### config.mk
export PLATFORM = sky130hd
export DESIGN_NAME = dbh_glue_flat
export DESIGN_NICKNAME = d
export VERILOG_FILES = /design/src/verilog/dbh_pkg.sv /design/src/verilog/dbh_if.sv /design/src/verilog/dbh_glue.sv /design/src/flat_wrapper.sv
export SDC_FILE = /design/constraint.sdc
export NUM_CORES = 1
export LEC_CHECK = 0
export BUFFER_PORTS_ARGS = -buffer_cell sky130_fd_sc_hd__buf_2
export CORE_MARGIN = 2
export CORE_UTILIZATION = 54
export CTS_CLUSTER_SIZE = 25
export DETAILED_ROUTE_END_ITERATION = 10
export HOLD_SLACK_MARGIN = 0.12
export MAX_ROUTING_LAYER = met4
export PLACE_DENSITY = 0.84
export SLEW_MARGIN = 10
export SYNTH_ARGS = -nofsm -noshare
export SYNTH_HDL_FRONTEND = slang
export SYNTH_SLANG_ARGS = --single-unit
### constraint.sdc
create_clock -name CORE_CLK -period 4.3 [get_ports CORE_CLK]
set_input_delay 0.43 -clock CORE_CLK [delete_from_list [all_inputs] [get_ports CORE_CLK]]
set_output_delay 0.43 -clock CORE_CLK [all_outputs]
set_load 0.03 [all_outputs]
### src/verilog/dbh_pkg.sv
// constants and types shared by both ends of the dma out handshake
package dbh_pkg;
  // bus widths
  localparam int ADDR_W = 16;
  localparam int DATA_W = 8;
  // address lines parked high at the end of a cycle
  localparam logic [ADDR_W-1:0] ADDR_PARK = 16'hFFFF;
  localparam logic [DATA_W-1:0] DATA_RST = 8'h00;
  // core clock period and the guard window ahead of the grant strobe
  localparam int CORE_PERIOD_NS = 4;
  localparam int GRANT_GAP_NS = 500;
  localparam int GRANT_GAP_CYC =
    (GRANT_GAP_NS + CORE_PERIOD_NS - 1) / CORE_PERIOD_NS;
  localparam int GAP_W = $clog2(GRANT_GAP_CYC + 1);
  // option bit reset value
  localparam logic ADDRESS_DRIVE_RST = 1'b1;
  // controller end states
  typedef enum logic [1:0] {
    DBH_C_IDLE,
    DBH_C_REQ,
    DBH_C_XFER
  } dbh_ctrl_st_t;
  // glue end states
  typedef enum logic [2:0] {
    DBH_G_IDLE,
    DBH_G_GRANT,
    DBH_G_WRITE,
    DBH_G_HOLD,
    DBH_G_END
  } dbh_glue_st_t;
endpackage : dbh_pkg

### src/verilog/dbh_if.sv
// link between the controller end and the bus glue end
interface dbh_if;
  import dbh_pkg::*;
  logic receive_dma_request_n;
  logic dma_grant_strobe_n;
  logic [ADDR_W-1:0] addr;
  logic addr_oe;
  logic [DATA_W-1:0] data;
  logic data_oe;
  modport ctrl (
    output receive_dma_request_n,
    output addr,
    output addr_oe,
    output data,
    output data_oe,
    input dma_grant_strobe_n
  );
  modport glue (
    input receive_dma_request_n,
    input addr,
    input addr_oe,
    input data,
    input data_oe,
    output dma_grant_strobe_n
  );
endinterface : dbh_if

### src/verilog/dbh_glue.sv
// bus glue end: bus request stretching, grant and memory strobes
// Notes on behaviour
// - controller requests bus when byte ready
// - address driven with request when option set
// - cpu samples request, then grants bus
// - grant strobe low on the interface edge after delayed grant and guard window
// - controller drops request, drives data on grant
// - write strobe low one interface edge later
// - write strobe high on following edge
// - bus request released per cpu clock option
// - grant rises one core edge after write strobe
// - cpu drops grant after request released
// - transceiver toward cpu on register reads, dma out
// - address latch enabled during dma cycles
// - dma read strobe only in dma in
// - memory output strobe on memory reads
// - memory write strobe on dma, cpu writes
// - decode enable on any memory access
// - loop test: rts held off, looped
// - delayed grant one interface cycle later
// - first request drives stretched and slow request
// - stretched request releases one cycle later
// - fast clock: extra stretch drives request
// - interface clock is cpu clock or half
module dbh_glue (
  // clock and reset
  input wire logic CORE_CLK,
  input wire logic RSTN,
  // link to the controller
  dbh_if.glue LNK,
  // options
  input wire logic FAST_CPU_CLOCK,
  input wire logic INTERNAL_LOOP_SELECT,
  // cpu bus handshake
  input wire logic CPU_BUS_GRANT_N,
  output logic CPU_BUS_REQUEST_N,
  // cpu accesses
  input wire logic CPU_MEM_READ,
  input wire logic CPU_MEM_WRITE,
  input wire logic CPU_REG_READ,
  // memory side
  output logic [dbh_pkg::ADDR_W-1:0] MEM_ADDR,
  output logic [dbh_pkg::DATA_W-1:0] MEM_DATA,
  output logic MEMORY_WRITE_STROBE_N,
  output logic MEMORY_OUTPUT_STROBE_N,
  output logic DMA_READ_OUTPUT_STROBE_N,
  output logic MEMORY_DECODE_ENABLE_N,
  output logic TRANSCEIVER_TOWARD_CPU_N,
  output logic ADDRESS_LATCH_OUTPUT_ENABLE_N,
  output logic HALVED_CPU_CLOCK,
  // modem lines
  input wire logic RTS_FROM_CTRL_N,
  input wire logic MODEM_CTS_N,
  output logic MODEM_RTS_N,
  output logic CTS_TO_CTRL_N
);
  import dbh_pkg::*;

  typedef struct packed {
    dbh_glue_st_t st;
    logic half;
    logic first_req;
    logic stretched_req;
    logic extra_req;
    logic grant_seen;
    logic delayed_grant;
    logic [GAP_W-1:0] gap;
    logic grant_n;
    logic bus_req_n;
    logic mwe_n;
    logic moe_n;
    logic dma_read_output_strobe_n;
    logic mrw_n;
    logic rcv_n;
    logic address_latch_output_enable_n;
    logic [ADDR_W-1:0] addr;
    logic [DATA_W-1:0] data;
    logic rts_n;
    logic cts_n;
  } dbh_glue_s_t;

  dbh_glue_s_t s_r;
  dbh_glue_s_t s_nxt;
  logic tick;
  logic dma_cyc;

  ////////////////////////////////////////////////////////////////////////
  // next state
  always_comb begin
    s_nxt = s_r;
    // interface clock edge: every core edge, or every second one
    s_nxt.half = ~s_r.half;
    tick = FAST_CPU_CLOCK ? s_r.half : 1'b1;
    // request stretch chain, one interface cycle per stage
    if (tick) begin
      s_nxt.first_req = ~LNK.receive_dma_request_n;
      s_nxt.stretched_req = s_nxt.first_req | s_r.first_req;
      s_nxt.extra_req = s_nxt.stretched_req | s_r.stretched_req;
      s_nxt.grant_seen = ~CPU_BUS_GRANT_N;
      s_nxt.delayed_grant = ~CPU_BUS_GRANT_N & s_r.grant_seen;
    end
    if (CPU_BUS_GRANT_N) begin
      s_nxt.delayed_grant = 1'b0;
    end
    // slow clock: first request also drives the cpu directly
    if (FAST_CPU_CLOCK) begin
      s_nxt.bus_req_n = ~s_nxt.extra_req;
    end else begin
      s_nxt.bus_req_n = ~(s_nxt.stretched_req | s_nxt.first_req);
    end
    // guard window count while the delayed grant stands
    if (!s_r.delayed_grant) begin
      s_nxt.gap = '0;
    end else if (s_r.gap != GAP_W'(GRANT_GAP_CYC)) begin
      s_nxt.gap = s_r.gap + GAP_W'(1);
    end
    // dma out sequence
    case (s_r.st)
      DBH_G_IDLE: begin
        if (tick && s_r.delayed_grant && s_r.first_req &&
            s_r.gap == GAP_W'(GRANT_GAP_CYC)) begin
          s_nxt.st = DBH_G_GRANT;
          s_nxt.grant_n = 1'b0;
        end
      end
      DBH_G_GRANT: begin
        if (tick) begin
          s_nxt.st = DBH_G_WRITE;
          s_nxt.mwe_n = 1'b0;
        end
      end
      DBH_G_WRITE: begin
        if (tick) begin
          s_nxt.st = DBH_G_HOLD;
        end
      end
      DBH_G_HOLD: begin
        // grant rises one core edge after the write strobe
        s_nxt.st = DBH_G_END;
        s_nxt.grant_n = 1'b1;
      end
      DBH_G_END: begin
        if (CPU_BUS_GRANT_N) begin
          s_nxt.st = DBH_G_IDLE;
        end
      end
      default: begin
        s_nxt.st = DBH_G_IDLE;
      end
    endcase
    dma_cyc = (s_nxt.st != DBH_G_IDLE) && (s_nxt.st != DBH_G_END);
    // memory and transceiver strobes
    s_nxt.mwe_n = ~((s_nxt.st == DBH_G_WRITE) | CPU_MEM_WRITE);
    s_nxt.moe_n = ~CPU_MEM_READ;
    s_nxt.dma_read_output_strobe_n = 1'b1;
    s_nxt.mrw_n = ~(dma_cyc | CPU_MEM_READ | CPU_MEM_WRITE);
    s_nxt.rcv_n = ~(dma_cyc | CPU_REG_READ);
    s_nxt.address_latch_output_enable_n = ~dma_cyc;
    // latched controller address and data toward memory
    if (LNK.addr_oe) begin
      s_nxt.addr = LNK.addr;
    end
    // byte already stands on the controller register when grant falls;
    // taking it then keeps data valid for the whole write strobe
    if (LNK.data_oe || s_r.st == DBH_G_GRANT) begin
      s_nxt.data = LNK.data;
    end
    // loop test routing
    s_nxt.rts_n = INTERNAL_LOOP_SELECT | RTS_FROM_CTRL_N;
    s_nxt.cts_n = INTERNAL_LOOP_SELECT ? RTS_FROM_CTRL_N
                                       : MODEM_CTS_N;
  end

  ////////////////////////////////////////////////////////////////////////
  // state register, all strobes inactive at reset
  always_ff @(posedge CORE_CLK or negedge RSTN) begin
    if (!RSTN) begin
      s_r.st <= DBH_G_IDLE;
      s_r.half <= 1'b0;
      s_r.first_req <= 1'b0;
      s_r.stretched_req <= 1'b0;
      s_r.extra_req <= 1'b0;
      s_r.grant_seen <= 1'b0;
      s_r.delayed_grant <= 1'b0;
      s_r.gap <= '0;
      s_r.grant_n <= 1'b1;
      s_r.bus_req_n <= 1'b1;
      s_r.mwe_n <= 1'b1;
      s_r.moe_n <= 1'b1;
      s_r.dma_read_output_strobe_n <= 1'b1;
      s_r.mrw_n <= 1'b1;
      s_r.rcv_n <= 1'b1;
      s_r.address_latch_output_enable_n <= 1'b1;
      s_r.addr <= ADDR_PARK;
      s_r.data <= DATA_RST;
      s_r.rts_n <= 1'b1;
      s_r.cts_n <= 1'b1;
    end else begin
      s_r <= s_nxt;
    end
  end

  // outputs straight from the state
  assign LNK.dma_grant_strobe_n = s_r.grant_n;
  assign CPU_BUS_REQUEST_N = s_r.bus_req_n;
  assign MEM_ADDR = s_r.addr;
  assign MEM_DATA = s_r.data;
  assign MEMORY_WRITE_STROBE_N = s_r.mwe_n;
  assign MEMORY_OUTPUT_STROBE_N = s_r.moe_n;
  assign DMA_READ_OUTPUT_STROBE_N = s_r.dma_read_output_strobe_n;
  assign MEMORY_DECODE_ENABLE_N = s_r.mrw_n;
  assign TRANSCEIVER_TOWARD_CPU_N = s_r.rcv_n;
  assign ADDRESS_LATCH_OUTPUT_ENABLE_N = s_r.address_latch_output_enable_n;
  assign HALVED_CPU_CLOCK = s_r.half;
  assign MODEM_RTS_N = s_r.rts_n;
  assign CTS_TO_CTRL_N = s_r.cts_n;
endmodule : dbh_glue

### src/flat_wrapper.sv
// flat-port wrapper written by rule: the top's interface ports become plain ports
module dbh_glue_flat import dbh_pkg::*;
  (CORE_CLK, RSTN, FAST_CPU_CLOCK, INTERNAL_LOOP_SELECT, CPU_BUS_GRANT_N, CPU_BUS_REQUEST_N, CPU_MEM_READ, CPU_MEM_WRITE, CPU_REG_READ, MEM_ADDR, MEM_DATA, MEMORY_WRITE_STROBE_N, MEMORY_OUTPUT_STROBE_N, DMA_READ_OUTPUT_STROBE_N, MEMORY_DECODE_ENABLE_N, TRANSCEIVER_TOWARD_CPU_N, ADDRESS_LATCH_OUTPUT_ENABLE_N, HALVED_CPU_CLOCK, RTS_FROM_CTRL_N, MODEM_CTS_N, MODEM_RTS_N, CTS_TO_CTRL_N, LNK_receive_dma_request_n, LNK_addr, LNK_addr_oe, LNK_data, LNK_data_oe, LNK_dma_grant_strobe_n);
  dbh_if LNK_i ();
  input wire logic CORE_CLK;
  input wire logic RSTN;
  input wire logic FAST_CPU_CLOCK;
  input wire logic INTERNAL_LOOP_SELECT;
  input wire logic CPU_BUS_GRANT_N;
  output logic CPU_BUS_REQUEST_N;
  input wire logic CPU_MEM_READ;
  input wire logic CPU_MEM_WRITE;
  input wire logic CPU_REG_READ;
  output logic [dbh_pkg::ADDR_W-1:0] MEM_ADDR;
  output logic [dbh_pkg::DATA_W-1:0] MEM_DATA;
  output logic MEMORY_WRITE_STROBE_N;
  output logic MEMORY_OUTPUT_STROBE_N;
  output logic DMA_READ_OUTPUT_STROBE_N;
  output logic MEMORY_DECODE_ENABLE_N;
  output logic TRANSCEIVER_TOWARD_CPU_N;
  output logic ADDRESS_LATCH_OUTPUT_ENABLE_N;
  output logic HALVED_CPU_CLOCK;
  input wire logic RTS_FROM_CTRL_N;
  input wire logic MODEM_CTS_N;
  output logic MODEM_RTS_N;
  output logic CTS_TO_CTRL_N;
  input wire logic [$bits(LNK_i.receive_dma_request_n)-1:0] LNK_receive_dma_request_n;
  input wire logic [$bits(LNK_i.addr)-1:0] LNK_addr;
  input wire logic [$bits(LNK_i.addr_oe)-1:0] LNK_addr_oe;
  input wire logic [$bits(LNK_i.data)-1:0] LNK_data;
  input wire logic [$bits(LNK_i.data_oe)-1:0] LNK_data_oe;
  output wire logic [$bits(LNK_i.dma_grant_strobe_n)-1:0] LNK_dma_grant_strobe_n;
  assign LNK_i.receive_dma_request_n = LNK_receive_dma_request_n;
  assign LNK_i.addr = LNK_addr;
  assign LNK_i.addr_oe = LNK_addr_oe;
  assign LNK_i.data = LNK_data;
  assign LNK_i.data_oe = LNK_data_oe;
  assign LNK_dma_grant_strobe_n = LNK_i.dma_grant_strobe_n;
  dbh_glue u_core (.CORE_CLK(CORE_CLK), .RSTN(RSTN), .LNK(LNK_i), .FAST_CPU_CLOCK(FAST_CPU_CLOCK), .INTERNAL_LOOP_SELECT(INTERNAL_LOOP_SELECT), .CPU_BUS_GRANT_N(CPU_BUS_GRANT_N), .CPU_BUS_REQUEST_N(CPU_BUS_REQUEST_N), .CPU_MEM_READ(CPU_MEM_READ), .CPU_MEM_WRITE(CPU_MEM_WRITE), .CPU_REG_READ(CPU_REG_READ), .MEM_ADDR(MEM_ADDR), .MEM_DATA(MEM_DATA), .MEMORY_WRITE_STROBE_N(MEMORY_WRITE_STROBE_N), .MEMORY_OUTPUT_STROBE_N(MEMORY_OUTPUT_STROBE_N), .DMA_READ_OUTPUT_STROBE_N(DMA_READ_OUTPUT_STROBE_N), .MEMORY_DECODE_ENABLE_N(MEMORY_DECODE_ENABLE_N), .TRANSCEIVER_TOWARD_CPU_N(TRANSCEIVER_TOWARD_CPU_N), .ADDRESS_LATCH_OUTPUT_ENABLE_N(ADDRESS_LATCH_OUTPUT_ENABLE_N), .HALVED_CPU_CLOCK(HALVED_CPU_CLOCK), .RTS_FROM_CTRL_N(RTS_FROM_CTRL_N), .MODEM_CTS_N(MODEM_CTS_N), .MODEM_RTS_N(MODEM_RTS_N), .CTS_TO_CTRL_N(CTS_TO_CTRL_N));
endmodule
Word-level counts from Yosys, hierarchy flattened
Index checks and enable logic that the tools add are counted.
{"block": "classes", "n_reduce_logical": 10, "eq_ne": 10, "bitwise": 19, "muxes": 14, "addsub": 1}
{"op": "case mux 3 bit (5 select lines)", "count": 1}
{"op": "two-way mux 7 bit", "count": 2}
{"op": "two-way mux 3 bit", "count": 4}
{"op": "inverter 1 bit", "count": 10}
{"op": "== test 3 x 2 -> 1 bit (second input constant)", "count": 3}
{"op": "bitwise OR 1 bit", "count": 8}
{"op": "adder 7 x 1 -> 7 bit (second input constant)", "count": 1}
{"op": "== test 7 bit (second input constant)", "count": 1}
{"op": "inequality test 7 bit (second input constant)", "count": 1}
{"op": "two-way mux 1 bit", "count": 5}
{"op": "two-way mux 5 bit", "count": 1}
{"op": "logical AND 1 bit", "count": 4}
{"op": "nonzero test 2 bit", "count": 2}
{"op": "== test 3 x 1 -> 1 bit (second input constant)", "count": 1}
{"op": "== test 3 bit (second input constant)", "count": 1}
{"op": "zero test 3 bit", "count": 1}
{"op": "inequality test 3 bit (second input constant)", "count": 1}
{"op": "nonzero test 3 bit", "count": 1}
{"op": "inequality test 2 x 1 -> 1 bit (second input constant)", "count": 1}
{"op": "inequality test 2 bit (second input constant)", "count": 1}
{"op": "case mux 1 bit (2 select lines)", "count": 1}
{"op": "AND reduction 2 bit", "count": 1}
{"op": "bitwise AND 1 bit", "count": 1}
{"op": "logical OR 1 bit", "count": 1}
{"block": "word_totals", "wordCells": 73, "output_inout_bits": 35, "reg_bits": 49, "input_bits": 37}

Longest topological paths before layout
{"block": "depth", "word_depth": 11, "depth_mapped": 5, "depth_no_buf": 5}

Worst setup path before layout
No wires, ideal clock.
{"block": "synth_path", "path_type": "register to register", "start": "register u_core.s_r[34] in the netlist's numbering", "end": "register u_core.s_r[37] in the netlist's numbering", "setup_time_ns": 0.079, "n_path_buf": 0, "path_stages_with_launch": 5, "path_slack_ns": 2.920, "arrival_ns": 1.300, "t_required_ns": 4.221, "synth_period_minus_slack_ns": 1.380, "path_cell_list": "dfrtp_1 ha_1 and3_2 a211oi_1 mux2i_1"}
{"block": "synth_between", "elab_chain_len": 3, "word_cells_on_any_way": 5, "classes_between": "add/sub (1); eq/ne (2); mux (2)"}
{"element": "start, declared", "line": "dbh_glue.sv:82", "source": "dbh_glue_s_t s_r;"}
{"element": "start signal, assigned", "line": "dbh_glue.sv:199", "source": "s_r <= s_nxt;"}
{"element": "adder 7 x 1 -> 7 bit", "line": "dbh_glue.sv:115", "source": "s_nxt.gap = s_r.gap + GAP_W'(1);"}
{"element": "two-way mux 7 bit", "line": "dbh_glue.sv:114", "source": "end else if (s_r.gap != GAP_W'(GRANT_GAP_CYC)) begin"}
{"element": "two-way mux 7 bit", "line": "dbh_glue.sv:112", "source": "if (!s_r.delayed_grant) begin"}
Parallel ways exist; a longest one is shown, timed or not. The select of a mux whose other input is x is not followed.
A chain may end at the register's enable or synchronous reset.

Worst setup path in the final report
{"block": "layout_path", "start": "register u_core.s_r[47] in the netlist's numbering", "end": "register u_core.s_r (netlist bit u_core.MEM_DATA[2])"}
{"block": "layout_between", "elab_chain_len": 2}
{"element": "== test 3 x 1 -> 1 bit", "line": "dbh_glue.sv:165", "source": "if (LNK.data_oe || s_r.st == DBH_G_GRANT) begin"}
{"element": "logical OR 1 bit", "line": "dbh_glue.sv:165"}
No other way between the ends.

==> qor.csv <==
stage,metric,value,unit
routing,DR vias,1432,
synthesis,net count after synthesis,219,
sta,part of the cycle the worst path needs,35.4,%
synthesis,"flops & latches, synth",49,
grt,first-pass GRT wire length,5600,um
cells_and_area,Final nets,267,
critical_path,Worst R2R End,u_core.MEM_DATA[2],
cells_and_area,synthesis-to-layout area growth,13.4,%
clock_network,"Reg clk slew, reported paths",90,ps
floorplan,# IOs,72,
routing,Post-Route WL,3650,um
synthesis,"Top FF cell, synth",dfstp_2,
status,status,finished clean,
synthesis,"top cells by count, synth","buf_4 (25), dfstp_2 (25), mux2_2 (25)",
routing,drt first pass iters,4,
grt,vias in the first global route,1318,
synthesis,dominant cell type by area after synthesis,dfstp_2,
grt,largest net degree at the start of global routing,50,
sta,fmax,657,MHz
clock_network,"Setup Fix Bufs, Post-CTS",0,
min_path,hold depth,2,
critical_path,r2r setup slk,2780,ps
sta,Fin. Hold Viols,0,
cells_and_area,layout cell share with drive strength beyond 1,58.5,%
min_path,Hold WC Path Type,in -> reg,
pwr,Max VDD drop,0.361,mV
clock_network,CTS tree,built,
flow_run,max cap viols,0,
pwr,Flop pwr share,49.7,%
synthesis,Synth top area share,29.5,%
routing,WL/cell,13.1,um
min_path,hold endpoint,u_core.TRANSCEIVER_TOWARD_CPU_N,
sta,RSZ-0062 raised after global routing,false,
pwr,Clock power frac,22.3,%
pwr,Int Power,0.792,mW
routing,DR DRC count,0,
place,GPL Wtd Cong,0.723,
clock_network,H-tree depth,2,
critical_path,r2r worst-path depth,3,
critical_path,"Data required, critical path",4490,ps
critical_path,endpoint class of the critical path,register,
floorplan,die area,4660,sq um
grt,Congestion Overflow GR,0,
critical_path,Critical Path Start Type,register,
critical_path,R2R Path Start,u_core.s_r[47],
critical_path,crit path kind,reg -> reg,
synthesis,sequential fraction of the synthesis area,56.4,%
pwr,Sw Pwr,0.410,mW
clock_network,clk_lat worst skew,300,ps
pwr,Gate power share,28.0,%
synthesis,synth unique cells,42,
pwr,leakage,1.14,nW
min_path,HP Start,CPU_REG_READ,
pwr,sw frac,34.1,%
floorplan,height of the chip,68.2,um
critical_path,crit-path max FO,8,
synthesis,Synthesis Warnings,0,
place,port buffer count,70,
synthesis,Avg Synthesized Cell Area,12.4,sq um
synthesis,number of flops mapped to enable cells by yosys,0,
sta,TNS Setup,0,ps
synthesis,largest cells by area after synthesis,"dfstp_2 (29%), dfrtp_1 (27%), mux2_2 (13%)",
synthesis,post-synthesis cell area,2230,sq um
clock_network,deepest clock path buffer count,2,
pwr,PwrDens,476,nW/um^2
cells_and_area,number of diodes,0,
sta,clk_skew,8.84,ps
clock_network,clk sinks,49,
cells_and_area,filler instances,324,
sta,Worst Max-Slew Pin Slew,1020,ps
place,DPL Wire Length,2750,um
pwr,total power,1.20,mW
floorplan,Initial Utilization,55.7,%
routing,Post-DRT Antenna Nets,0,
routing,DR iter-0 viols,87,
sta,relative max-transition margin,31.9,%
grt,GRT Total Usage,16.8,%
floorplan,Core Area,4000,sq um
clock_network,CTS Hold Bufs,0,
sta,Setup Viol. Count Final,0,
grt,initial antenna violation count,0,
clock_network,CTS resizes,0,
clock_network,CTS root buf,clkbuf_8,
sta,Slew Limit Fails,0,
sta,post-layout min period,1520,ps
clock_network,total CTS buffers,5,
critical_path,crit path DAT,1710,ps
synthesis,post-synthesis async set-or-reset flop share,100,%
floorplan,Rows,23,
synthesis,Mapped Cells,180,
routing,routed vias/inst,5.13,
floorplan,Die Wd,68.2,um
cell families after synthesis:
group | after synthesis | share of synthesized area, %
buffers and inverters | 35 | 10.2
DFF | 49 | 56.4
and+or+nand+nor | 37 | 9.49
adders and majority gates | 2 | 1.12
AOI/OAI and AO/OA | 28 | 8.59
muxes | 28 | 14.0
other | 1 | 0.168
area by class of cell:
type / instances / area [sq um] / area share [%]
timing repair buffer: 70 / 350 / 13.9
sequential: 49 / 1260 / 49.8
tap: 50 / 62.6 / 2.48
inverter: 6 / 22.5 / 0.892
multi-input combinational: 96 / 743 / 29.4
clock buffer: 5 / 68.8 / 2.72
clock inverter: 3 / 21.3 / 0.842
how the worst max path moves through the flow:
| stage | from | endpoint | depth (start not counted) |
|---|---|---|---|
| finish | u_core.s_r[47] | u_core.MEM_DATA[2] | 3 |
| global route | u_core.s_r[35] | u_core.TRANSCEIVER_TOWARD_CPU_N | 5 |
| CTS | u_core.s_r[47] | u_core.MEM_DATA[2] | 3 |
| detailed placement | FAST_CPU_CLOCK | u_core.MEMORY_DECODE_ENABLE_N | 4 |
| global placement | FAST_CPU_CLOCK | u_core.MEMORY_DECODE_ENABLE_N | 4 |
| floorplan | u_core.s_r[34] | u_core.s_r[37] | 4 |
registers in the layout, indices dropped and copies added (netlist names):
| name | count |
|---|---|
| u_core.LNK.dma_grant_strobe_n | 1 |
| u_core.TRANSCEIVER_TOWARD_CPU_N | 1 |
| u_core.MEM_DATA | 8 |
| u_core.ADDRESS_LATCH_OUTPUT_ENABLE_N | 1 |
| u_core.MEMORY_DECODE_ENABLE_N | 1 |
| u_core.MEM_ADDR | 16 |
| u_core.MODEM_RTS_N | 1 |
| u_core.s_r | 15 |
| u_core.MEMORY_WRITE_STROBE_N | 1 |
| u_core.MEMORY_OUTPUT_STROBE_N | 1 |
| u_core.CPU_BUS_REQUEST_N | 1 |
| u_core.CTS_TO_CTRL_N | 1 |
| u_core.HALVED_CPU_CLOCK | 1 |
critical path, stage by stage, from the launching register on:
cell	delay (ps)
dfrtp_1	460
nor3b_2	200
nor2_2	360
mux2_2	400
power groups by stage:
stage	Clock, mW	Combinational (mW)	Sequential (mW)
floorplan	0	0.261	0.629
finish	0.268	0.336	0.598
global route	0.293	0.362	0.610
global placement	0	0.332	0.600
CTS	0.277	0.340	0.597
detailed placement	0	0.338	0.605
layout by cell type, fill, tap and decap left out, types with 2 or more instances in the layout:
| master | instances |
|---|---|
| mux2_2 | 25 |
| mux2i_1 | 3 |
| a211oi_1 | 2 |
| a21oi_1 | 9 |
| buf_2 | 70 |
| ha_1 | 2 |
| o21a_1 | 2 |
| nor2_1 | 4 |
| a31oi_1 | 2 |
| o21ai_0 | 4 |
| nor2b_1 | 3 |
| nand3_1 | 3 |
| dfrtp_1 | 24 |
| inv_1 | 5 |
| clkbuf_8 | 5 |
| nand2_1 | 9 |
| and3_1 | 2 |
| nand2b_1 | 5 |
| dfstp_2 | 25 |
metrics by stage:
step           worst slack, ps  hold slack (ps)  instance area (sq um)  std cells  util [%]
6_report                  2780              242                   2530        279      63.2
5_1_grt                   2660              226                   2530        279      63.2
4_1_cts                   2780              235                   2530        279      63.2
3_5_place_dp              2790              437                   2440        271      60.9
3_3_place_gp              2830              417                   2440        271      60.9
2_1_floorplan             2920              134                   2230        180         -
routing by layer:
layer	global-route usage [%]	vias up	share of wire, %
li1	-	697	-
met1	20.4	682	45
met2	27.3	49	48
met3	5.26	4	6.6
met4	4.00	0	0.63
met5	-	-	0
No activity file was read; power rests on OpenSTA's default activity.
